<file path="src/ewc_defs.vh">
// Constants for the external bus wait controller.
// Included by the controller; definitions only.
`ifndef EWC_DEFS_VH
`define EWC_DEFS_VH

// Register map: the wait control register sits at its printed byte address
`define EWC_WAIT_CTRL_ADDR 32'h00800180
// Own register: operating mode and bus strobe style
`define EWC_MODE_CTRL_ADDR 32'h00800184
`define EWC_WAIT_CTRL_RESET 8'h00
`define EWC_MODE_CTRL_RESET 8'h00
`define EWC_WAIT_CTRL_MASK 8'h33

// Field positions, MSB-first bit 0 maps to data bit 7 of the byte
`define EWC_AREA0_FIELD_HI 5
`define EWC_AREA0_FIELD_LO 4
`define EWC_AREA1_FIELD_HI 1
`define EWC_AREA1_FIELD_LO 0
`define EWC_MODE_FIELD_HI 1
`define EWC_MODE_FIELD_LO 0
`define EWC_STYLE_BIT 2

// Operating modes
`define EWC_MODE_SINGLE 2'h0
`define EWC_MODE_EXTEND 2'h1
`define EWC_MODE_PROC 2'h2

// Address decode, 1 Mbyte areas selected by address bits 23:20
`define EWC_AREA_NIBBLE_0 4'h0
`define EWC_AREA_NIBBLE_1 4'h1
`define EWC_AREA_NIBBLE_2 4'h2
`define EWC_AREA_NIBBLE_3 4'h3

// AXI responses
`define EWC_RESP_OKAY 2'h0
`define EWC_RESP_SLVERR 2'h2

`endif

</file>
<file path="src/ewc_wait_controller.v">
// External bus wait controller: decode, wait counting, strobes, registers.
// Assumes a core-side access request held until accDone, synchronous pins,
// and an AXI4-Lite master on the same 25 MHz clock.
// Timing in brief: the select edge E opens a cycle, the last programmed
// wait samples the wait pin, and accDone pulses one edge after the wait
// ends, so an access without pin waits spans N+1 clocks from E.
// The register bus answers a write once both channels are held and a
// read at the same edge that takes its address; one of each at a time.
// Limitation: the wait pin is taken as already synchronous to clock,
// so a board with a slow or asynchronous wait source needs its own
// synchroniser in front of this block.
//
// Summary of operation
// - External accesses only happen in external extension or processor mode.
// - External bus bit 0 is MSB; memory wiring reverses significance.
// - Single-chip mode ignores wait settings; nothing is inserted.
// - Two 1 Mbyte areas exist, one per chip select.
// - Two active-low chip selects, each asserted only for its own area.
// - Each external access has 1 to 4 programmed waits plus pin-requested waits.
// - Shortest external cycle holds exactly one wait; never zero waits.
// - Wait pin sampled in last programmed wait; low prolongs the wait.
// - Wait pin back high ends the wait and the bus cycle proceeds.
// - Programmed waits complete first; the pin only adds after them.
// - Extension mode: area 0 at 0x00100000 to 0x001fffff.
// - Processor mode: area 0 at 0x00000000 to 0x000fffff.
// - Processor mode: area 0 mirrored at 0x00100000 to 0x001fffff.
// - Both expanded modes: area 1 at 0x00200000 to 0x002fffff.
// - Area 1 mirrored at 0x00300000 to 0x003fffff.
// - Area 0 field: 00 four, 01 three, 10 two, 11 one; resets 00.
// - Area 1 field: same encoding as area 0; resets 00.
// - Software waits alone give 2 to 5 cycle accesses.
// - Style 0: read and per-byte write strobes; 1: byte enables, write.
//
// Design decision made here: the AXI4-Lite register port.
`timescale 1ns/1ns
`include "ewc_defs.vh"

module ewc_wait_controller (
   input wire clock,
   input wire rst_b,
   input wire clockEnable,
   // Core-side access request
   input wire accReq,
   input wire [31:0] accAddr,
   input wire accWrite,
   input wire [1:0] accByteEn,
   output reg accDone,
   output reg accExternal,
   // External bus pins, all strobes active low
   input wire wait_b,
   output reg area0_chip_select_b,
   output reg area1_chip_select_b,
   output reg read_strobe_b,
   output reg upper_byte_write_strobe_b,
   output reg lower_byte_write_strobe_b,
   output reg upper_byte_enable_b,
   output reg lower_byte_enable_b,
   output reg write_strobe_b,
   output reg busClockEnable,
   // AXI4-Lite slave
   input wire [31:0] s_axi_awaddr,
   input wire s_axi_awvalid,
   output reg s_axi_awready,
   input wire [31:0] s_axi_wdata,
   input wire [3:0] s_axi_wstrb,
   input wire s_axi_wvalid,
   output reg s_axi_wready,
   output reg [1:0] s_axi_bresp,
   output reg s_axi_bvalid,
   input wire s_axi_bready,
   input wire [31:0] s_axi_araddr,
   input wire s_axi_arvalid,
   output reg s_axi_arready,
   output reg [31:0] s_axi_rdata,
   output reg [1:0] s_axi_rresp,
   output reg s_axi_rvalid,
   input wire s_axi_rready
);

   // Sequencer states: idle, programmed waits, pin waits, closing edge.
   // The closing edge is its own state so every strobe rises together
   // with accDone and the far side sees one clean end of cycle.
   localparam ST_IDLE = 2'h0;
   localparam ST_WAIT = 2'h1;
   localparam ST_EXTWAIT = 2'h2;
   localparam ST_END = 2'h3;

   // Software-visible registers
   reg [7:0] external_wait_cycles_control;
   reg [7:0] modeControl;

   // Sequencer state and its remaining programmed waits
   reg [1:0] state;
   reg [2:0] waitCount;

   // Write channels held until both halves of a write have arrived
   reg [31:0] awAddrHeld;
   reg awHeld;
   reg [31:0] wDataHeld;
   reg [3:0] wStrbHeld;
   reg wHeld;

   wire [1:0] opMode;
   wire strobeStyle;
   wire [3:0] areaNibble;
   wire [1:0] area0_wait_count_field;
   wire [1:0] area1_wait_count_field;
   reg hitArea0;
   reg hitArea1;
   reg [2:0] next_waitCount;
   wire anyHit;
   wire lastWait;

   // Pin levels for a new cycle, worked out ahead of the take edge
   reg next_readStrobe;
   reg next_upperWrite;
   reg next_lowerWrite;
   reg next_upperEnable;
   reg next_lowerEnable;
   reg next_commonWrite;
   reg next_busClock;

   // Register decode for both bus directions
   wire wrHitWait;
   wire wrHitMode;
   wire rdHitWait;
   wire rdHitMode;
   wire [7:0] wrWaitValue;
   wire [7:0] wrModeValue;
   reg [31:0] next_readData;
   reg next_readError;

   assign opMode = modeControl[`EWC_MODE_FIELD_HI:`EWC_MODE_FIELD_LO];
   assign strobeStyle = modeControl[`EWC_STYLE_BIT];
   assign areaNibble = accAddr[23:20];
   // Bit 0 of the bus is the MSB, so each field sits mirrored in the byte
   assign area0_wait_count_field = external_wait_cycles_control[
      `EWC_AREA0_FIELD_HI:`EWC_AREA0_FIELD_LO];
   assign area1_wait_count_field = external_wait_cycles_control[
      `EWC_AREA1_FIELD_HI:`EWC_AREA1_FIELD_LO];

   // Any area hit starts an external cycle; last wait samples the pin
   assign anyHit = hitArea0 || hitArea1;
   assign lastWait = (waitCount == 3'h1);

   // Register hits compare word addresses; the low two bits are ignored
   assign wrHitWait = (awAddrHeld[31:2] == `EWC_WAIT_CTRL_ADDR >> 2);
   assign wrHitMode = (awAddrHeld[31:2] == `EWC_MODE_CTRL_ADDR >> 2);
   assign rdHitWait = (s_axi_araddr[31:2] == `EWC_WAIT_CTRL_ADDR >> 2);
   assign rdHitMode = (s_axi_araddr[31:2] == `EWC_MODE_CTRL_ADDR >> 2);

   // Unassigned wait bits stay zero; fields only hold their own value
   assign wrWaitValue = wDataHeld[7:0] & `EWC_WAIT_CTRL_MASK;
   assign wrModeValue = {5'h00, wDataHeld[2:0]};

   // Area decode; upper address bits must be clear so only 4 Mbyte decodes.
   // Each area is one 1 Mbyte nibble plus its mirror, except area 0 in extension mode
   always @* begin
      hitArea0 = 1'b0;
      hitArea1 = 1'b0;
      if (accAddr[31:24] == 8'h00) begin
         case (opMode)
            `EWC_MODE_EXTEND: begin
               hitArea0 = (areaNibble == `EWC_AREA_NIBBLE_1);
               hitArea1 = (areaNibble == `EWC_AREA_NIBBLE_2) ||
                  (areaNibble == `EWC_AREA_NIBBLE_3);
            end
            `EWC_MODE_PROC: begin
               hitArea0 = (areaNibble == `EWC_AREA_NIBBLE_0) ||
                  (areaNibble == `EWC_AREA_NIBBLE_1);
               hitArea1 = (areaNibble == `EWC_AREA_NIBBLE_2) ||
                  (areaNibble == `EWC_AREA_NIBBLE_3);
            end
            default: begin
               // Single-chip and unused mode 3: no external area, settings unused
               hitArea0 = 1'b0;
               hitArea1 = 1'b0;
            end
         endcase
      end
   end

   // Field to count: 00 gives 4 down to 11 giving 1, never zero
   // A 3-bit count is enough; the subtraction never goes below one
   always @* begin
      next_waitCount = 3'h4;
      if (hitArea0)
         next_waitCount = 3'h4 -
            {1'b0, area0_wait_count_field};
      else
         next_waitCount = 3'h4 -
            {1'b0, area1_wait_count_field};
   end

   // Pin levels for a new cycle, all active low except the bus clock enable
   always @* begin
      next_readStrobe = accWrite;
      next_upperWrite = 1'b1;
      next_lowerWrite = 1'b1;
      next_upperEnable = 1'b1;
      next_lowerEnable = 1'b1;
      next_commonWrite = 1'b1;
      next_busClock = 1'b0;
      if (!strobeStyle) begin
         // Style 0: a write strobe per byte lane plus the bus clock
         next_upperWrite = !(accWrite & accByteEn[1]);
         next_lowerWrite = !(accWrite & accByteEn[0]);
         next_busClock = 1'b1;
      end else begin
         // Style 1: byte enables both ways and one write strobe; no bus
         // clock, so the far side must time its wait pin by itself
         next_upperEnable = !accByteEn[1];
         next_lowerEnable = !accByteEn[0];
         next_commonWrite = !accWrite;
      end
   end

   // Read data chosen ahead of the handshake; busy shows the sequencer
   always @* begin
      next_readData = 32'h00000000;
      next_readError = 1'b0;
      if (rdHitWait) begin
         next_readData = {24'h000000, external_wait_cycles_control};
      end else if (rdHitMode) begin
         next_readData = {23'h000000, state != ST_IDLE, modeControl};
      end else begin
         next_readError = 1'b1; // Unmapped: zero data, error response
      end
   end

   // Access sequencer. An external cycle is one address cycle followed by
   // the programmed waits, so 2 to 5 cycles without the pin
   always @(posedge clock or negedge rst_b) begin
      if (!rst_b) begin
         state <= ST_IDLE;
         waitCount <= 3'h0;
         accDone <= 1'b0;
         accExternal <= 1'b0;
         area0_chip_select_b <= 1'b1;
         area1_chip_select_b <= 1'b1;
         read_strobe_b <= 1'b1;
         upper_byte_write_strobe_b <= 1'b1;
         lower_byte_write_strobe_b <= 1'b1;
         upper_byte_enable_b <= 1'b1;
         lower_byte_enable_b <= 1'b1;
         write_strobe_b <= 1'b1;
         busClockEnable <= 1'b0;
      end else if (clockEnable) begin
         accDone <= 1'b0;
         case (state)
            ST_IDLE: begin
               // accDone still high means the finished request is being
               // dropped; taking it again would start a second cycle
               if (accReq && !accDone) begin
                  if (anyHit) begin
                     state <= ST_WAIT;
                     waitCount <= next_waitCount;
                     accExternal <= 1'b1;
                     area0_chip_select_b <= !hitArea0;
                     area1_chip_select_b <= !hitArea1;
                     // Lane strobes follow the selected style
                     read_strobe_b <= next_readStrobe;
                     upper_byte_write_strobe_b <= next_upperWrite;
                     lower_byte_write_strobe_b <= next_lowerWrite;
                     upper_byte_enable_b <= next_upperEnable;
                     lower_byte_enable_b <= next_lowerEnable;
                     write_strobe_b <= next_commonWrite;
                     busClockEnable <= next_busClock;
                  end else begin
                     // Internal access: nothing inserted
                     accDone <= 1'b1;
                     accExternal <= 1'b0;
                  end
               end
            end
            ST_WAIT: begin
               // Programmed waits run out before the pin counts
               if (lastWait) begin
                  if (!wait_b)
                     state <= ST_EXTWAIT;
                  else
                     state <= ST_END;
               end else begin
                  waitCount <= waitCount - 3'h1;
               end
            end
            ST_EXTWAIT: begin
               // Prolong while the pin stays low; relies on
               if (wait_b)
                  state <= ST_END;
            end
            ST_END: begin
               // Release everything at once, with the done pulse
               state <= ST_IDLE;
               waitCount <= 3'h0;
               accDone <= 1'b1;
               area0_chip_select_b <= 1'b1;
               area1_chip_select_b <= 1'b1;
               read_strobe_b <= 1'b1;
               upper_byte_write_strobe_b <= 1'b1;
               lower_byte_write_strobe_b <= 1'b1;
               upper_byte_enable_b <= 1'b1;
               lower_byte_enable_b <= 1'b1;
               write_strobe_b <= 1'b1;
               busClockEnable <= 1'b0;
            end
            default: begin
               // Unused code: fall back to idle rather than hang
               state <= ST_IDLE;
            end
         endcase
      end
   end

   // AXI write path: address and data taken in either order, then answer.
   // Each ready is high for one cycle at a time, so a channel is never
   // taken twice before the response has been accepted.
   always @(posedge clock or negedge rst_b) begin
      if (!rst_b) begin
         s_axi_awready <= 1'b0;
         s_axi_wready <= 1'b0;
         s_axi_bvalid <= 1'b0;
         s_axi_bresp <= `EWC_RESP_OKAY;
         awHeld <= 1'b0;
         wHeld <= 1'b0;
         awAddrHeld <= 32'h00000000;
         wDataHeld <= 32'h00000000;
         wStrbHeld <= 4'h0;
         external_wait_cycles_control <= `EWC_WAIT_CTRL_RESET;
         modeControl <= `EWC_MODE_CTRL_RESET;
      end else if (clockEnable) begin
         s_axi_awready <= !awHeld && !s_axi_awready && !s_axi_bvalid;
         s_axi_wready <= !wHeld && !s_axi_wready && !s_axi_bvalid;
         if (s_axi_awvalid && s_axi_awready) begin
            awHeld <= 1'b1;
            awAddrHeld <= s_axi_awaddr;
            s_axi_awready <= 1'b0;
         end
         if (s_axi_wvalid && s_axi_wready) begin
            wHeld <= 1'b1;
            wDataHeld <= s_axi_wdata;
            wStrbHeld <= s_axi_wstrb;
            s_axi_wready <= 1'b0;
         end
         if (awHeld && wHeld && !s_axi_bvalid) begin
            awHeld <= 1'b0;
            wHeld <= 1'b0;
            s_axi_bvalid <= 1'b1;
            s_axi_bresp <= `EWC_RESP_OKAY;
            if (wrHitWait) begin
               // A cleared lane strobe leaves the register as it was
               if (wStrbHeld[0])
                  external_wait_cycles_control <= wrWaitValue;
            end else if (wrHitMode) begin
               if (wStrbHeld[0])
                  modeControl <= wrModeValue;
            end else begin
               s_axi_bresp <= `EWC_RESP_SLVERR;
            end
         end
         if (s_axi_bvalid && s_axi_bready)
            s_axi_bvalid <= 1'b0;
      end
   end

   // AXI read path: one read at a time, rvalid rises at the edge that takes the address
   always @(posedge clock or negedge rst_b) begin
      if (!rst_b) begin
         s_axi_arready <= 1'b0;
         s_axi_rvalid <= 1'b0;
         s_axi_rdata <= 32'h00000000;
         s_axi_rresp <= `EWC_RESP_OKAY;
      end else if (clockEnable) begin
         s_axi_arready <= !s_axi_arready && !s_axi_rvalid;
         if (s_axi_arvalid && s_axi_arready) begin
            s_axi_arready <= 1'b0;
            s_axi_rvalid <= 1'b1;
            // Data and response land together with rvalid
            s_axi_rdata <= next_readData;
            if (next_readError)
               s_axi_rresp <= `EWC_RESP_SLVERR;
            else
               s_axi_rresp <= `EWC_RESP_OKAY;
         end
         if (s_axi_rvalid && s_axi_rready)
            s_axi_rvalid <= 1'b0;
      end
   end

endmodule // ewc_wait_controller

</file>
<file path="config.mk">
export PLATFORM = sky130hd
export DESIGN_NAME = ewc_wait_controller
export DESIGN_NICKNAME = d
export VERILOG_FILES = /design/src/ewc_wait_controller.v
export VERILOG_INCLUDE_DIRS = /design/src /design/src/src
export SDC_FILE = /design/constraint.sdc
export NUM_CORES = 1
export LEC_CHECK = 0
export BUFFER_PORTS_ARGS = -buffer_cell sky130_fd_sc_hd__buf_4
export CORE_UTILIZATION = 42
export CTS_BUF_LIST = sky130_fd_sc_hd__clkbuf_2
export DETAILED_ROUTE_END_ITERATION = 8
export PLACE_DENSITY = 0.75
export SYNTH_ARGS = -nofsm -noshare
export SYNTH_HDL_FRONTEND = slang
export SYNTH_SLANG_ARGS = --single-unit
export TNS_END_PERCENT = 50
</file>
<file path="constraint.sdc">
create_clock -name clock -period 2.9 [get_ports clock]
set_clock_uncertainty 0.2 [all_clocks]
set_input_delay 0.58 -clock clock [delete_from_list [all_inputs] [get_ports clock]]
set_output_delay 0.58 -clock clock [all_outputs]
set_load 0.02 [all_outputs]
</file>
# After elaboration in Yosys (flattened, before gate mapping)
# Cells that the tools add are included.
dict set report op_classes {
  addsub 3
  n_eq_ne 18
  mux 70
  bitwise_logic 3
  reduce_logical 56
}
# cell n
set op_table {}
lappend op_table {{$eq 30x22->1 const B} 4}
lappend op_table {{$mux 1} 44}
lappend op_table {{$pmux 1 s2} 11}
lappend op_table {{$mux 9} 2}
lappend op_table {{$reduce_and 2->1} 8}
lappend op_table {{$logic_not 1->1} 15}
lappend op_table {{$reduce_and 5->1} 3}
lappend op_table {{$mux 2} 7}
lappend op_table {{$logic_and 1x1->1} 13}
lappend op_table {{$mux 3} 4}
lappend op_table {{$reduce_bool 2->1} 6}
lappend op_table {{$ne 2x2->1 const B} 5}
lappend op_table {{$pmux 3 s3} 1}
lappend op_table {{$eq 4x2->1 const B} 2}
lappend op_table {{$logic_not 8->1} 1}
lappend op_table {{$pmux 2 s4} 1}
lappend op_table {{$reduce_and 4->1} 2}
lappend op_table {{$eq 2x2->1 const B} 3}
lappend op_table {{$sub 3x2->3 const A} 2}
lappend op_table {{$eq 2x1->1 const B} 2}
lappend op_table {{$eq 4x1->1 const B} 1}
lappend op_table {{$logic_not 4->1} 1}
lappend op_table {{$eq 3x1->1 const B} 1}
lappend op_table {{$logic_or 1x1->1} 3}
lappend op_table {{7 further kinds} 8}
dict set report totals {
  ff_bits 105
  input_bits 145
  word_cells 178
}

# Logic depth before layout (Yosys ltp)
# Gate-level depths: netlist (run 1).
dict set report logic_depth {
  ltp_word 8
  mapped_depth 11
  ltp_nobuf 10
}

# Worst setup path before layout (run 1)
# OpenSTA, ideal clock, no wires.
dict set report synth_path {
  path_kind {input-to-reg}
  start {in accAddr[29]}
  end {reg waitCount[1]}
  t_arrival_ns 2.912
  t_required_ns 2.572
  setup_slack_ns -0.340
  cell_stages 9
  cell_sequence {or4_1 or2_2 or4_2 clkbuf_1 mux2i_1 ha_1 nand3_1 o21ai_0 mux2_1}
}
dict set report synth_via {
  elab_chain_cells 6
  word_cells_on_any_way 10
}
# element line
set synth_rtl {}
lappend synth_rtl {{start, declared} ewc_wait_controller.v:44} ;# input wire [31:0] accAddr,
lappend synth_rtl {{$logic_not 8->1 *} ewc_wait_controller.v:161} ;# if (accAddr[31:24] == 8'h00) begin
lappend synth_rtl {{$mux 1} ewc_wait_controller.v:161}
lappend synth_rtl {{$mux 3} ewc_wait_controller.v:187} ;# if (hitArea0)
lappend synth_rtl {{$mux 3} ewc_wait_controller.v:255} ;# if (anyHit) begin
lappend synth_rtl {{$mux 3} ewc_wait_controller.v:254} ;# if (accReq && !accDone) begin
lappend synth_rtl {{$pmux 3 s3} ewc_wait_controller.v:250} ;# case (state)
lappend synth_rtl {{end signal, assigned} ewc_wait_controller.v:257} ;# waitCount <= next_waitCount;
lappend synth_rtl {{end signal, assigned} ewc_wait_controller.v:284} ;# waitCount <= waitCount - 3'h1;
lappend synth_rtl {{end, declared} ewc_wait_controller.v:94} ;# reg [2:0] waitCount;
# Mark *: on every way between the ends. The rest lies on a longest branch, timed or not. The select of a mux whose other input is x is not followed.
# A chain may end at the register's enable or synchronous reset.

# Worst setup path in the final report (run 1)
dict set report layout_path {
  start {reg modeControl[0]}
  end {reg waitCount[1]}
}
dict set report layout_via {
  elab_chain_cells 7
  word_cells_on_any_way 14
}
# element line
set layout_rtl {}
lappend layout_rtl {{start, declared} ewc_wait_controller.v:90} ;# reg [7:0] modeControl;
lappend layout_rtl {{start signal, assigned} ewc_wait_controller.v:330} ;# modeControl <= `EWC_MODE_CTRL_RESET;
lappend layout_rtl {{start signal, assigned} ewc_wait_controller.v:356} ;# modeControl <= wrModeValue;
lappend layout_rtl {{$eq 2x2->1 or $eq 2x1->1 (tied branches)} ewc_wait_controller.v:162} ;# case (opMode)
lappend layout_rtl {{$pmux 1 s2 or $reduce_or 2->1 (tied branches)} --}
lappend layout_rtl {{$mux 1, on equally long branches} --}
lappend layout_rtl {{$mux 3 or $mux 1 (tied branches)} {ewc_wait_controller.v:187, ewc_wait_controller.v:161}}
lappend layout_rtl {{$mux 3 or $logic_or 1x1->1 (tied branches)} {ewc_wait_controller.v:255, ewc_wait_controller.v:143}}
lappend layout_rtl {{$mux 3 or $ne 2x2->1 (tied branches)} --}
lappend layout_rtl {{$pmux 3 s3 or $reduce_and 5->1 (tied branches)} --}
# Parallel ways exist; a longest one is shown, timed or not. The select of a mux whose other input is x is not followed.

==> flow_summary.html, run 1 <==
<table>
<tr><th>Metric</th><th>Value</th></tr>
<tr><th colspan="2">CTS</th></tr>
<tr><td>Clock transition at the register clock pins on the worst setup and hold paths after CTS</td><td>0.20 ns</td></tr>
<tr><td>Inserted Clock Buffers</td><td>9</td></tr>
<tr><td>Root Driver</td><td>clkbuf_2</td></tr>
<tr><td>CTS tree</td><td>done</td></tr>
<tr><td>TritonCTS sink count</td><td>74</td></tr>
<tr><td>Worst-Skew Late Latency</td><td>0.50 ns</td></tr>
<tr><td>Longest Clk Path Bufs</td><td>2</td></tr>
<tr><td>CTS H-tree lvls</td><td>3</td></tr>
<tr><th colspan="2">Pwr</th></tr>
<tr><td>Worst ir drop on vdd</td><td>0.398 mV</td></tr>
<tr><td>Pwr dens</td><td>801 mW/mm^2</td></tr>
<tr><td>Total power draw</td><td>0.00381 W</td></tr>
<tr><td>Leakage power of the design</td><td>2.31 nW</td></tr>
<tr><th colspan="2">STA</th></tr>
<tr><td>Max Fclk</td><td>0.348 GHz</td></tr>
<tr><td>Smallest setup slack after layout</td><td>0.0262 ns</td></tr>
<tr><td>Final clock period utilization by the worst path</td><td>99.1%</td></tr>
<tr><td>Final hold violation count</td><td>0</td></tr>
<tr><td>Setup repair after global routing missed its margin</td><td>yes</td></tr>
<tr><td>Max-slew violations</td><td>0</td></tr>
<tr><td>Worst slew margin relative to its limit</td><td>38.7%</td></tr>
<tr><td>Least-Margin Pin Slew</td><td>0.920 ns</td></tr>
<tr><td>Setup-failing EPs final</td><td>0</td></tr>
<tr><td>Clock period minus final worst setup slack</td><td>2.87 ns</td></tr>
<tr><th colspan="2">Critical path</th></tr>
<tr><td>Worst setup path endpoint</td><td>waitCount[1]</td></tr>
<tr><td>Critical Path Start</td><td>modeControl[0]</td></tr>
<tr><td>R2R Path End</td><td>waitCount[1]</td></tr>
<tr><td>Cells on worst reg2reg path</td><td>10</td></tr>
<tr><td>Beginning of the worst register-to-register path</td><td>modeControl[0]</td></tr>
<tr><td>Crit path required time</td><td>3.10 ns</td></tr>
<tr><td>CP arrival</td><td>3.08 ns</td></tr>
<tr><td>Critical Setup Path Class</td><td>register to register</td></tr>
<tr><td>Critical Path Fanout Max</td><td>3</td></tr>
<tr><td>Flop2flop setup slack</td><td>0.03 ns</td></tr>
<tr><td>Critical Path End Type</td><td>register</td></tr>
<tr><td>Critical path launch point type</td><td>register</td></tr>
<tr><th colspan="2">Drt</th></tr>
<tr><td>DRT Wirelength</td><td>7.49 mm</td></tr>
<tr><td>Final routed DRC violation total</td><td>0</td></tr>
<tr><td>Routed vias/inst</td><td>4.90</td></tr>
<tr><td>Average detailed-routed wire length per instance</td><td>13.6 um</td></tr>
<tr><td>Routed Antenna Nets</td><td>0</td></tr>
<tr><td>Number of search-and-repair iterations in the first detailed-routing pass</td><td>4</td></tr>
<tr><td>Via count</td><td>2,688</td></tr>
<tr><td>Number of DRC markers in iteration 0</td><td>93</td></tr>
<tr><th colspan="2">Cells and area</th></tr>
<tr><td>Share of layout cells above drive strength 1</td><td>46.4%</td></tr>
<tr><td>Area growth from synthesis to layout</td><td>31.4%</td></tr>
<tr><td>Final layout net count</td><td>594</td></tr>
<tr><td>Number of antenna repair diodes</td><td>0</td></tr>
<tr><th colspan="2">Synthesis</th></tr>
<tr><td>Portion of synthesized cell area occupied by the leading cell type</td><td>45.5%</td></tr>
<tr><td>Netlist area before placement</td><td>0.00363 sq mm</td></tr>
<tr><td>Average instance area after synthesis</td><td>11.6 sq um</td></tr>
<tr><td>Most frequent cell after synthesis</td><td>dfrtp_1</td></tr>
<tr><td>Count of synthesis-stage warnings from yosys</td><td>0</td></tr>
<tr><td>Top post-synthesis cells by area</td><td>dfrtp_1 46%, mux2_2 16%, buf_4 5.8%, dfstp_2 5.8%, ha_1 3.5%</td></tr>
<tr><td>Largest area contributor in the synthesized netlist</td><td>dfrtp_1</td></tr>
<tr><td>Prevailing post-synth register cell</td><td>dfrtp_1</td></tr>
<tr><td>Most used standard cells in the synthesized netlist</td><td>66 x dfrtp_1, 50 x mux2_2, 28 x buf_4</td></tr>
<tr><td>Synth async-reset ratio</td><td>100%</td></tr>
<tr><td>Number of register bits inferred by synthesis</td><td>74</td></tr>
<tr><td>Gate Count Post-Synth</td><td>312</td></tr>
<tr><td>Count of unique library cells instantiated by Yosys</td><td>43</td></tr>
<tr><td>EDFF count, synth</td><td>0</td></tr>
<tr><td>Sequential fraction of the synthesis area</td><td>51.3%</td></tr>
<tr><th colspan="2">Global route</th></tr>
<tr><td>Via count of the first global-routing pass</td><td>2,833</td></tr>
<tr><td>GRT Resource Usage Total</td><td>17.8%</td></tr>
<tr><td>Number of antenna violations at the first check in global routing</td><td>0</td></tr>
<tr><td>First-pass GRT wire length</td><td>12.4 mm</td></tr>
<tr><td>Total congestion overflow after global routing</td><td>0</td></tr>
<tr><td>Maximum number of pins on one net before global-route repair</td><td>75</td></tr>
<tr><th colspan="2">Placement</th></tr>
<tr><td>Gpl congestion</td><td>0.849</td></tr>
<tr><td>IO Port Bufs</td><td>114</td></tr>
<tr><td>Placed wire-length estimate</td><td>5.71 mm</td></tr>
<tr><td>Post-place setup slack</td><td>-0.184 ns</td></tr>
<tr><th colspan="2">Run</th></tr>
<tr><td>Count of max-cap constraint violations</td><td>0</td></tr>
<tr><th colspan="2">Hold path</th></tr>
<tr><td>Worst hold path type</td><td>primary input to register</td></tr>
<tr><th colspan="2">Floorplan</th></tr>
<tr><td>Number of rows created at floorplan</td><td>33</td></tr>
<tr><td>Initial Utilization</td><td>43.7%</td></tr>
<tr><td>Area of the placeable core</td><td>0.00830 sq mm</td></tr>
<tr><td>Ports</td><td>197</td></tr>
<tr><td>Die Area</td><td>0.00901 sq mm</td></tr>
<tr><td>Die Span Y</td><td>94.9 um</td></tr>
<tr><td>Die width</td><td>94.9 um</td></tr>
<tr><th colspan="2">Status</th></tr>
<tr><td>Result of the run</td><td>finished clean</td></tr>
</table>
## worst max-delay path, cell delays in order (launching register included)
cell and delay [ns]:
dfrtp_1 0.38, inv_1 0.04, ha_1 0.27, or3_4 0.34, or2_4 0.26, or4_4 0.45
mux2i_1 0.14, ha_1 0.30, nand3_1 0.07, o21ai_1 0.07, mux2_4 0.26
## repair_timing
item,CTS,global route
buffers inserted,0,1
setup endpoints to repair,0,2
hold endpoints to repair,3,2
gates resized for setup,0,0
hold buffers,2,2
## per-layer routing
metal	vias up	global-route usage [%]	part of all wire [%]
met2	101	30.9	51
met3	10	6.84	7.4
met1	1274	20.1	40
li1	1303	-	-
met4	0	5.56	1.5
met5	-	0	0
## worst min path at each step
stage	cells past startpoint	slack [ns]	from	to
2_1_floorplan	0	0.08	rst_b	accDone
3_3_place_gp	2	0.27	s_axi_rresp[1]	s_axi_rresp[1]
3_5_place_dp	2	0.28	s_axi_rresp[1]	s_axi_rresp[1]
4_1_cts	2	0.005	accByteEn[1]	upper_byte_enable_b
5_1_grt	2	0.002	accByteEn[0]	lower_byte_enable_b
6_report	2	0.04	accByteEn[0]	lower_byte_enable_b
## report_power, final
group	total (W)	internal, W	switching [W]	leakage (nW)
Sequential	0.00173	0.00148	0.000250	0.907
Clock	0.000794	0.000450	0.000344	0.0986
Combinational	0.00129	0.000672	0.000618	1.30
Total	0.00381	0.00260	0.00121	2.31
## flip-flops by register name, indices dropped and copies added (netlist names), 2 cells and up
name and flops:
wDataHeld 5, external_wait_cycles_control 4, awAddrHeld 30, state 2, modeControl 3, waitCount 3, s_axi_rdata 6
## cell families (layout without fill, tap and decap cells)
family	count (synthesis)	after routing	synth area share [%]
simple gates	78	78	11.9
flops	74	74	51.3
buf+inv	53	158	8.39
fa+ha+maj	10	10	3.45
mux	57	57	17.5
other cells	1	28	0.103
compound gates	39	39	7.28
## cell type report
| class | count | area (sq um) |
|---|---|---|
| clock inverter | 7 | 131 |
| inverter | 16 | 60.1 |
| multi-input combinational | 212 | 1580 |
| sequential | 74 | 1860 |
| clock buffer | 9 | 45.0 |
| tap | 105 | 131 |
| fill | 731 | 3540 |
| timing repair buffer | 126 | 956 |
## metrics by stage
step                utilization [%]  setup TNS, ns  hold WS (ns)  cells  instance area (sq um)
floorplan                         -        -0.0861        0.0844    339                   3750
global placement               54.7         -0.242         0.267    528                   4540
detailed placement             54.7         -0.287         0.281    528                   4540
CTS                            57.1              0       0.00524    546                   4740
global route                   57.4         -0.105       0.00205    549                   4760
finish                         57.4              0        0.0449    549                   4760
## cell usage in the layout, fill, tap and decap left out, types with 4 or more instances in the layout
master	synthesis	layout
nor3_1	6	6
nor4b_1	4	4
conb_1	1	28
o21ai_0	5	4
nand2_1	19	19
a21oi_1	12	12
bufinv_16	0	4
mux2i_1	6	6
mux2_2	50	50
ha_1	10	10
clkbuf_2	0	9
buf_4	28	122
nor2_1	13	13
o31ai_1	6	6
nand3_1	7	7
dfstp_2	8	8
dlygate4sd3_1	0	4
inv_1	16	16
dfrtp_1	66	66
nor4_1	8	8
Power figures use the tool's default switching activity.
==> run 2: changes to the inputs <==
--- a/config.mk
+++ b/config.mk
@@ -11,6 +11,8 @@
 export CTS_BUF_LIST = sky130_fd_sc_hd__clkbuf_2
 export DETAILED_ROUTE_END_ITERATION = 8
 export PLACE_DENSITY = 0.75
+export RECOVER_POWER = 100
+export SKIP_CTS_REPAIR_TIMING = 1
 export SYNTH_ARGS = -nofsm -noshare
 export SYNTH_HDL_FRONTEND = slang
 export SYNTH_SLANG_ARGS = --single-unit
==> flow_summary.html, run 2 (synthesized netlist as in run 1, its figures left out) <==
<table>
<tr><th>Metric</th><th>Value</th></tr>
<tr><th colspan="2">Cells and area</th></tr>
<tr><td>Most frequent cells in the layout</td><td>96 x buf_4, 66 x dfrtp_1, 50 x mux2_2, 28 x conb_1, 24 x clkbuf_1</td></tr>
<tr><td>Number of antenna repair diodes</td><td>0 (unchanged)</td></tr>
<tr><td>Largest regs</td><td>awAddrHeld: 30 flops, s_axi_rdata: 6 flops, wDataHeld: 5 flops</td></tr>
<tr><td>Largest reg by FF count</td><td>awAddrHeld</td></tr>
<tr><td>Filler cells</td><td>757 (+3.6%)</td></tr>
<tr><td>Non-filler instance count after layout</td><td>548 (-0.18%)</td></tr>
<tr><td>Final layout net count</td><td>593 (-0.17%)</td></tr>
<tr><td>Number of flip-flops under the largest register name</td><td>30 (unchanged)</td></tr>
<tr><td>Share of layout cells above drive strength 1</td><td>40.6% (-5.8 points)</td></tr>
<tr><td>Area growth from synthesis to layout</td><td>28.5%</td></tr>
<tr><td>Leading cell type in the layout, fill and taps excluded</td><td>buf_4</td></tr>
<tr><th colspan="2">STA</th></tr>
<tr><td>Least-Margin Pin Slew</td><td>1.81 ns (+0.890 ns)</td></tr>
<tr><td>Smallest setup slack after layout</td><td>0.0266 ns (+0.000356 ns)</td></tr>
<tr><td>Final hold violation count</td><td>0 (unchanged)</td></tr>
<tr><td>Setup repair after global routing missed its margin</td><td>yes</td></tr>
<tr><td>Max Fclk</td><td>0.348 GHz (about the same)</td></tr>
<tr><td>Setup-failing EPs final</td><td>0 (unchanged)</td></tr>
<tr><td>Max-slew violations</td><td>107 (+107)</td></tr>
<tr><td>Final clock period utilization by the worst path</td><td>99.1% (about the same)</td></tr>
<tr><td>Worst slew margin relative to its limit</td><td>-20.7% (-59 points)</td></tr>
<tr><td>Worst slack on hold paths</td><td>0.0522 ns (+0.00733 ns)</td></tr>
<tr><td>Clock period minus final worst setup slack</td><td>2.87 ns (-0.000356 ns)</td></tr>
<tr><th colspan="2">Critical path</th></tr>
<tr><td>Critical Path Fanout Max</td><td>3 (unchanged)</td></tr>
<tr><td>Most frequent cell on the critical path</td><td>ha_1</td></tr>
<tr><td>Slowest stage cell on the critical path</td><td>or4_4</td></tr>
<tr><td>Crit path required time</td><td>3.10 ns (about the same)</td></tr>
<tr><td>Cells on worst reg2reg path</td><td>10 (unchanged)</td></tr>
<tr><td>R2R Path End</td><td>waitCount[1]</td></tr>
<tr><td>Ordered list of cells on the worst path</td><td>inv_1 -&gt; ha_1 -&gt; or3_4 -&gt; or2_4 -&gt; or4_4 -&gt; mux2i_1 -&gt; ha_1 -&gt; nand3_1 -&gt; o21ai_1 -&gt; mux2_4</td></tr>
<tr><td>Critical Path End Type</td><td>register</td></tr>
<tr><td>CP arrival</td><td>3.07 ns (about the same)</td></tr>
<tr><td>Critical Setup Path Class</td><td>register to register</td></tr>
<tr><td>Critical path launch point type</td><td>register</td></tr>
<tr><td>Maximum single-stage delay on the critical path</td><td>0.45 ns (about the same)</td></tr>
<tr><td>Worst setup path endpoint</td><td>waitCount[1]</td></tr>
<tr><td>Critical Path Start</td><td>modeControl[0]</td></tr>
<tr><td>Beginning of the worst register-to-register path</td><td>modeControl[0]</td></tr>
<tr><td>Flop2flop setup slack</td><td>0.03 ns (about the same)</td></tr>
<tr><th colspan="2">Floorplan</th></tr>
<tr><td>Area of the placeable core</td><td>0.00830 sq mm (unchanged)</td></tr>
<tr><td>Die width</td><td>94.9 um (unchanged)</td></tr>
<tr><td>Die Area</td><td>0.00901 sq mm (unchanged)</td></tr>
<tr><td>Ports</td><td>197 (unchanged)</td></tr>
<tr><td>Die Span Y</td><td>94.9 um (unchanged)</td></tr>
<tr><td>Number of rows created at floorplan</td><td>33 (unchanged)</td></tr>
<tr><td>Initial Utilization</td><td>43.7% (unchanged)</td></tr>
<tr><th colspan="2">Pwr</th></tr>
<tr><td>Share of total power consumed by net switching</td><td>32.4% (+0.64 points)</td></tr>
<tr><td>Internal power summed over all cells</td><td>0.00251 W (-3.4%)</td></tr>
<tr><td>Power share of the sequential group</td><td>46.3% (+0.9 points)</td></tr>
<tr><td>Pwr dens</td><td>798 mW/mm^2 (-0.31%)</td></tr>
<tr><td>Proportion of power drawn by combinational gates</td><td>32.4% (-1.4 points)</td></tr>
<tr><td>Switching Power</td><td>0.00121 W (-0.48%)</td></tr>
<tr><td>Clock power frac</td><td>21.3% (+0.5 points)</td></tr>
<tr><td>Worst ir drop on vdd</td><td>0.399 mV (+0.17%)</td></tr>
<tr><td>Leakage power of the design</td><td>2.21 nW (-4.3%)</td></tr>
<tr><th colspan="2">Drt</th></tr>
<tr><td>Routed vias/inst</td><td>4.94 (+0.82%)</td></tr>
<tr><td>Final routed DRC violation total</td><td>0 (unchanged)</td></tr>
<tr><td>Number of search-and-repair iterations in the first detailed-routing pass</td><td>4 (unchanged)</td></tr>
<tr><td>Via count</td><td>2,705 (+0.63%)</td></tr>
<tr><td>Number of DRC markers in iteration 0</td><td>94 (+1.1%)</td></tr>
<tr><td>Average detailed-routed wire length per instance</td><td>13.7 um (about the same)</td></tr>
<tr><td>Routed Antenna Nets</td><td>0 (unchanged)</td></tr>
<tr><td>DRT Wirelength</td><td>7.48 mm (-0.15%)</td></tr>
<tr><th colspan="2">CTS</th></tr>
<tr><td>Clock transition at the register clock pins on the worst setup and hold paths after CTS</td><td>0.20 ns (about the same)</td></tr>
<tr><td>Longest Clk Path Bufs</td><td>2 (unchanged)</td></tr>
<tr><td>Worst-Skew Late Latency</td><td>0.49 ns (about the same)</td></tr>
<tr><td>CTS H-tree lvls</td><td>3 (unchanged)</td></tr>
<tr><td>Inserted Clock Buffers</td><td>9 (unchanged)</td></tr>
<tr><td>CTS tree</td><td>done</td></tr>
<tr><td>TritonCTS sink count</td><td>74 (unchanged)</td></tr>
<tr><td>Root Driver</td><td>clkbuf_2</td></tr>
<tr><th colspan="2">Global route</th></tr>
<tr><td>Total congestion overflow after global routing</td><td>0 (unchanged)</td></tr>
<tr><td>Maximum number of pins on one net before global-route repair</td><td>75 (unchanged)</td></tr>
<tr><td>GRT Resource Usage Total</td><td>17.8% (unchanged)</td></tr>
<tr><td>First-pass GRT wire length</td><td>12.4 mm (unchanged)</td></tr>
<tr><td>Number of antenna violations at the first check in global routing</td><td>0 (unchanged)</td></tr>
<tr><td>Via count of the first global-routing pass</td><td>2,833 (unchanged)</td></tr>
<tr><th colspan="2">Placement</th></tr>
<tr><td>Gpl congestion</td><td>0.849 (unchanged)</td></tr>
<tr><td>Placed wire-length estimate</td><td>5.71 mm (unchanged)</td></tr>
<tr><td>IO Port Bufs</td><td>114 (unchanged)</td></tr>
<tr><td>Post-place setup slack</td><td>-0.184 ns (unchanged)</td></tr>
<tr><td>Total placed cells including tap cells</td><td>528 (unchanged)</td></tr>
<tr><th colspan="2">Hold path</th></tr>
<tr><td>Worst hold path type</td><td>primary input to register</td></tr>
<tr><th colspan="2">Run</th></tr>
<tr><td>Count of max-cap constraint violations</td><td>2 (+2)</td></tr>
<tr><th colspan="2">Status</th></tr>
<tr><td>Result of the run</td><td>finished with violations</td></tr>
<tr><td>Violated checks</td><td>max-capacitance violations, max-slew violations</td></tr>
</table>
run 2: worst min-delay path by stage:
stage	endpoint	from	cells past startpoint	slack [ns]
6_report	lower_byte_enable_b	accByteEn[0]	2	0.05
5_1_grt	lower_byte_enable_b	accByteEn[0]	2	0.002
4_1_cts	area1_chip_select_b	accAddr[21]	2	-0.01
3_5_place_dp	s_axi_rresp[1]	s_axi_rresp[1]	2	0.28
3_3_place_gp	s_axi_rresp[1]	s_axi_rresp[1]	2	0.27
2_1_floorplan	accDone	rst_b	0	0.08
run 2: cell type report:
cell class	count	area, sq um	area share (%)
Clock buffer	9	45.0	0.966
Inverter	16	60.1	1.29
Clock inverter	7	131	2.82
Sequential cell	74	1860	39.9
Multi-Input combinational cell	212	1580	33.9
Tap cell	105	131	2.82
Timing Repair Buffer	125	853	18.3
run 2: routing by layer:
metal	global-route usage [%]	up-vias	share of wire [%]
li1	-	1304	-
met1	20.1	1298	40
met2	30.9	93	51
met3	6.84	10	7.0
met4	5.56	0	1.5
met5	0	-	0
run 2: critical path: cells and delay by family, from the launching register on:
kind	cells	cell delay, ns
AO/OA/AOI/OAI	1	0.07
adder cells (fa/ha/maj)	2	0.57
buffers and inverters	1	0.04
flip-flops	1	0.38
multiplexers	2	0.40
AND/OR/NAND/NOR	4	1.12
run 2: metrics by stage:
stage                     total power, W  cell area, sq um  TNS (ns)  utilization (%)
after floorplan                  0.00259              3750   -0.0861                -
after detailed placement         0.00306              4540    -0.287             54.7
after CTS                        0.00385              4720         0             56.8
after global placement           0.00299              4540    -0.242             54.7
after global routing             0.00399              4660    -0.105             56.2
final                            0.00372              4660         0             56.2
run 2: power groups by stage:
stage / sequential, W / combinational (W) / clock (W)
CTS: 0.00173 / 0.00130 / 0.000816
detailed placement: 0.00176 / 0.00130 / 0
global placement: 0.00173 / 0.00125 / 0
finish: 0.00172 / 0.00121 / 0.000791
floorplan: 0.00184 / 0.000755 / 0
global route: 0.00179 / 0.00135 / 0.000856
==> run 3: changes to the inputs <==
--- a/config.mk
+++ b/config.mk
@@ -6,13 +6,15 @@
 export SDC_FILE = /design/constraint.sdc
 export NUM_CORES = 1
 export LEC_CHECK = 0
+export ABC_AREA = 1
 export BUFFER_PORTS_ARGS = -buffer_cell sky130_fd_sc_hd__buf_4
-export CORE_UTILIZATION = 42
+export CORE_UTILIZATION = 43
 export CTS_BUF_LIST = sky130_fd_sc_hd__clkbuf_2
 export DETAILED_ROUTE_END_ITERATION = 8
 export PLACE_DENSITY = 0.75
 export RECOVER_POWER = 100
 export SKIP_CTS_REPAIR_TIMING = 1
+export SLEW_MARGIN = 20
 export SYNTH_ARGS = -nofsm -noshare
 export SYNTH_HDL_FRONTEND = slang
 export SYNTH_SLANG_ARGS = --single-unit
==> flow_summary.html, run 3 <==
<table>
<tr><th>Metric</th><th>Value</th></tr>
<tr><th colspan="2">Status</th></tr>
<tr><td>Result of the run</td><td>finished with violations</td></tr>
<tr><td>Violated checks</td><td>max-capacitance violations, max-slew violations</td></tr>
<tr><th colspan="2">CTS</th></tr>
<tr><td>TritonCTS sink count</td><td>74 (unchanged)</td></tr>
<tr><td>Worst-Skew Late Latency</td><td>0.49 ns (about the same)</td></tr>
<tr><td>Inserted Clock Buffers</td><td>9 (unchanged)</td></tr>
<tr><td>Clock transition at the register clock pins on the worst setup and hold paths after CTS</td><td>0.22 ns (+0.02 ns)</td></tr>
<tr><td>Root Driver</td><td>clkbuf_2</td></tr>
<tr><td>CTS H-tree lvls</td><td>3 (unchanged)</td></tr>
<tr><td>CTS tree</td><td>done</td></tr>
<tr><td>Longest Clk Path Bufs</td><td>2 (unchanged)</td></tr>
<tr><th colspan="2">Drt</th></tr>
<tr><td>Number of search-and-repair iterations in the first detailed-routing pass</td><td>7 (+3)</td></tr>
<tr><td>Routed Antenna Nets</td><td>0 (unchanged)</td></tr>
<tr><td>Number of DRC markers in iteration 0</td><td>82 (-13%)</td></tr>
<tr><td>Average detailed-routed wire length per instance</td><td>11.3 um (-17%)</td></tr>
<tr><td>Via count</td><td>3,292 (+22%)</td></tr>
<tr><td>Routed vias/inst</td><td>4.65 (-5.8%)</td></tr>
<tr><td>Final routed DRC violation total</td><td>0 (unchanged)</td></tr>
<tr><td>DRT Wirelength</td><td>7.99 mm (+6.8%)</td></tr>
<tr><th colspan="2">Critical path</th></tr>
<tr><td>Category of cells accounting for the largest share of critical-path delay</td><td>adder cells</td></tr>
<tr><td>Crit path required time</td><td>3.08 ns (-0.02 ns)</td></tr>
<tr><td>Critical Path End Type</td><td>register</td></tr>
<tr><td>Critical Setup Path Class</td><td>register to register</td></tr>
<tr><td>Slowest stage cell on the critical path</td><td>dfrtp_1</td></tr>
<tr><td>Critical Path Fanout Max</td><td>5 (+2)</td></tr>
<tr><td>Critical path launch point type</td><td>register</td></tr>
<tr><td>CP arrival</td><td>2.44 ns (-0.63 ns)</td></tr>
<tr><td>Ordered list of cells on the worst path</td><td>inv_1 -&gt; ha_1 -&gt; nor2_1 -&gt; nand2_1 -&gt; nor2_1 -&gt; nand2_1 -&gt; mux2i_1 -&gt; ha_1 -&gt; a21oi_1 -&gt; o21ai_0</td></tr>
<tr><td>Combined buffer and inverter count along the critical path</td><td>1 (unchanged)</td></tr>
<tr><td>Maximum single-stage delay on the critical path</td><td>0.45 ns (about the same)</td></tr>
<tr><th colspan="2">Placement</th></tr>
<tr><td>Post-place setup slack</td><td>0.670 ns (+0.854 ns)</td></tr>
<tr><td>Post-detailed-placement cell area</td><td>0.00466 sq mm (+2.6%)</td></tr>
<tr><td>Placed wire-length estimate</td><td>5.91 mm (+3.5%)</td></tr>
<tr><td>Gpl congestion</td><td>0.832 (-2.0%)</td></tr>
<tr><td>IO Port Bufs</td><td>114 (unchanged)</td></tr>
<tr><th colspan="2">STA</th></tr>
<tr><td>Setup repair after global routing missed its margin</td><td>no</td></tr>
<tr><td>Max-slew violations</td><td>75 (-30%)</td></tr>
<tr><td>Max Fclk</td><td>0.444 GHz (+28%)</td></tr>
<tr><td>Final hold violation count</td><td>0 (unchanged)</td></tr>
<tr><td>Worst slew margin relative to its limit</td><td>-20.0% (+0.70 points)</td></tr>
<tr><td>Least-Margin Pin Slew</td><td>1.80 ns (-0.0105 ns)</td></tr>
<tr><td>Clock period minus final worst setup slack</td><td>2.25 ns (-0.621 ns)</td></tr>
<tr><td>Setup_tns</td><td>0 ns (unchanged)</td></tr>
<tr><td>Worst slack on hold paths</td><td>0.0709 ns (+0.0187 ns)</td></tr>
<tr><td>Setup-failing EPs final</td><td>0 (unchanged)</td></tr>
<tr><td>Final clock period utilization by the worst path</td><td>77.7% (-21 points)</td></tr>
<tr><td>Smallest setup slack after layout</td><td>0.648 ns (+0.621 ns)</td></tr>
<tr><th colspan="2">Synthesis</th></tr>
<tr><td>Number of register bits inferred by synthesis</td><td>74 (unchanged)</td></tr>
<tr><td>Most frequent cell after synthesis</td><td>nand2_1</td></tr>
<tr><td>Netlist area before placement</td><td>0.00383 sq mm (+5.6%)</td></tr>
<tr><td>Synth async-reset ratio</td><td>100% (unchanged)</td></tr>
<tr><td>Average instance area after synthesis</td><td>7.96 sq um (-32%)</td></tr>
<tr><td>Gate Count Post-Synth</td><td>481 (+54%)</td></tr>
<tr><td>Largest area contributor in the synthesized netlist</td><td>dfrtp_1</td></tr>
<tr><td>Top post-synthesis cells by area</td><td>dfrtp_1 43%, nand2_1 16%, buf_4 5.9%, nor2_1 5.6%, dfstp_2 5.5%</td></tr>
<tr><td>Prevailing post-synth register cell</td><td>dfrtp_1</td></tr>
<tr><td>EDFF count, synth</td><td>0 (unchanged)</td></tr>
<tr><td>Count of synthesis-stage warnings from yosys</td><td>0 (unchanged)</td></tr>
<tr><td>Portion of synthesized cell area occupied by the leading cell type</td><td>43.2% (-2.4 points)</td></tr>
<tr><td>Count of unique library cells instantiated by Yosys</td><td>33 (-23%)</td></tr>
<tr><td>Sequential fraction of the synthesis area</td><td>48.6% (-2.7 points)</td></tr>
<tr><td>Most used standard cells in the synthesized netlist</td><td>163 x nand2_1, 66 x dfrtp_1, 57 x nor2_1</td></tr>
<tr><th colspan="2">Floorplan</th></tr>
<tr><td>Ports</td><td>197 (unchanged)</td></tr>
<tr><td>Number of rows created at floorplan</td><td>34 (+3.0%)</td></tr>
<tr><td>Initial Utilization</td><td>44.1% (+0.41 points)</td></tr>
<tr><td>Die Area</td><td>0.00928 sq mm (+3.0%)</td></tr>
<tr><td>Die width</td><td>96.3 um (+1.5%)</td></tr>
<tr><td>Die Span Y</td><td>96.3 um (+1.5%)</td></tr>
<tr><td>Area of the placeable core</td><td>0.00868 sq mm (+4.6%)</td></tr>
<tr><th colspan="2">Pwr</th></tr>
<tr><td>Share of total power consumed by net switching</td><td>38.8% (+6.4 points)</td></tr>
<tr><td>Pwr dens</td><td>784 mW/mm^2 (-1.8%)</td></tr>
<tr><td>Leakage power of the design</td><td>2.48 nW (+12%)</td></tr>
<tr><td>Internal power summed over all cells</td><td>0.00224 W (-11%)</td></tr>
<tr><td>Power share of the sequential group</td><td>46.5% (+0.2 points)</td></tr>
<tr><td>Worst ir drop on vdd</td><td>0.314 mV (-21%)</td></tr>
<tr><td>Clock power frac</td><td>17.9% (-3.4 points)</td></tr>
<tr><td>Total power draw</td><td>0.00366 W (-1.7%)</td></tr>
<tr><td>Proportion of power drawn by combinational gates</td><td>35.6% (+3.2 points)</td></tr>
<tr><td>Switching Power</td><td>0.00142 W (+18%)</td></tr>
<tr><th colspan="2">Cells and area</th></tr>
<tr><td>Area growth from synthesis to layout</td><td>21.8%</td></tr>
<tr><td>Most frequent cells in the layout</td><td>164 x nand2_1, 93 x buf_4, 66 x dfrtp_1, 57 x nor2_1, 43 x inv_1</td></tr>
<tr><td>Largest reg by FF count</td><td>awAddrHeld</td></tr>
<tr><td>Share of layout cells above drive strength 1</td><td>20.3% (-20 points)</td></tr>
<tr><td>Number of flip-flops under the largest register name</td><td>30 (unchanged)</td></tr>
<tr><td>Filler cells</td><td>843 (+11%)</td></tr>
<tr><td>Final std cell area, no fill</td><td>0.00466 sq mm (about the same)</td></tr>
<tr><td>Leading cell type in the layout, fill and taps excluded</td><td>nand2_1</td></tr>
<tr><td>Largest regs</td><td>awAddrHeld: 30 flops, s_axi_rdata: 6 flops, wDataHeld: 5 flops</td></tr>
<tr><td>Final layout net count</td><td>750 (+26%)</td></tr>
<tr><td>Number of antenna repair diodes</td><td>0 (unchanged)</td></tr>
<tr><th colspan="2">Hold path</th></tr>
<tr><td>Worst hold path type</td><td>primary input to register</td></tr>
<tr><th colspan="2">Run</th></tr>
<tr><td>Count of max-cap constraint violations</td><td>1 (-1)</td></tr>
<tr><th colspan="2">Global route</th></tr>
<tr><td>Number of antenna violations at the first check in global routing</td><td>0 (unchanged)</td></tr>
<tr><td>Maximum number of pins on one net before global-route repair</td><td>75 (unchanged)</td></tr>
<tr><td>GRT Resource Usage Total</td><td>18.2% (+0.38 points)</td></tr>
<tr><td>First-pass GRT wire length</td><td>13.1 mm (+5.9%)</td></tr>
<tr><td>Total congestion overflow after global routing</td><td>0 (unchanged)</td></tr>
<tr><td>Via count of the first global-routing pass</td><td>3,152 (+11%)</td></tr>
</table>
[run 3: cell types whose count changed in the layout (fill, tap and decap cells not counted), moves of 5 or more]
cell,previous run,this run
nand3_1,7,23
mux2_2,50,1
nand2_1,19,164
inv_1,16,43
mux2i_1,6,1
o31ai_1,6,1
o21ai_0,4,37
nor2_1,13,57
nor4_1,8,0
[run 3: kinds of logic after synthesis]
logic type      count (synthesis)  synth area share [%]
fa+ha+maj                      10                  3.27
buf+inv                        82                  11.2
compound gates                 50                  7.65
other cells                     1                0.0980
mux                             2                 0.556
xor+xnor                        1                 0.229
flops                          74                  48.6
simple gates                  261                  28.3
[run 3: power groups by stage]
stage                     logic, W  clock network [W]  registers, W
after floorplan           0.000856                  0       0.00184
after global placement     0.00138                  0       0.00172
after detailed placement   0.00144                  0       0.00174
after CTS                  0.00145           0.000682       0.00172
after global routing       0.00151           0.000712       0.00176
final                      0.00130           0.000655       0.00170
[run 3: cell type report]
cell class | instances | area [sq um] | share of cell area [%]
sequential | 74 | 1860 | 39.9
multi-input combinational | 352 | 1580 | 34.0
timing repair buffer | 115 | 783 | 16.8
inverter | 43 | 161 | 3.46
tap | 108 | 135 | 2.90
clock inverter | 7 | 92.6 | 1.99
clock buffer | 9 | 45.0 | 0.966
[run 3: path summary, 6_finish.rpt]
| path | startpoint | to | slack (ns) | cells after the start |
|---|---|---|---|---|
| setup / recovery | modeControl[0] | waitCount[1] | 0.65 | 10 |
| hold / removal | s_axi_wdata[0] | wDataHeld[0] | 0.07 | 3 |
| setup reg to reg | modeControl[0] | waitCount[1] | 0.65 | 10 |
| hold reg to reg | wHeld | s_axi_wready | 0.30 | 1 |
| max in group asynchronous | rst_b | awAddrHeld[2] | 1.09 | 1 |
| min in group asynchronous | rst_b | s_axi_rdata[8] | 0.33 | 1 |
[run 3: worst min-delay path, delay by kind of cell]
family	cells	cell delay (ns)
AOI/OAI and AO/OA	1	0.05
buffers and inverters	1	0.08
and+or+nand+nor	1	0.04
[run 3: metrics by stage]
| stage | util [%] | cells |
|---|---|---|
| floorplan | - | 508 |
| global placement | 53.7 | 692 |
| detailed placement | 53.7 | 692 |
| CTS | 55.3 | 708 |
| global route | 53.7 | 708 |
| finish | 53.7 | 708 |
[run 3: per-layer routing]
metal / share of wire, % / vias up / wire, um / track usage (%)
met5: 0 / - / 0 / 0
met4: 0.99 / 0 / 79 / 5.27
li1: - / 1672 / - / -
met1: 42 / 1519 / 3320 / 21.1
met2: 52 / 92 / 4160 / 33.9
met3: 5.4 / 9 / 431 / 3.32
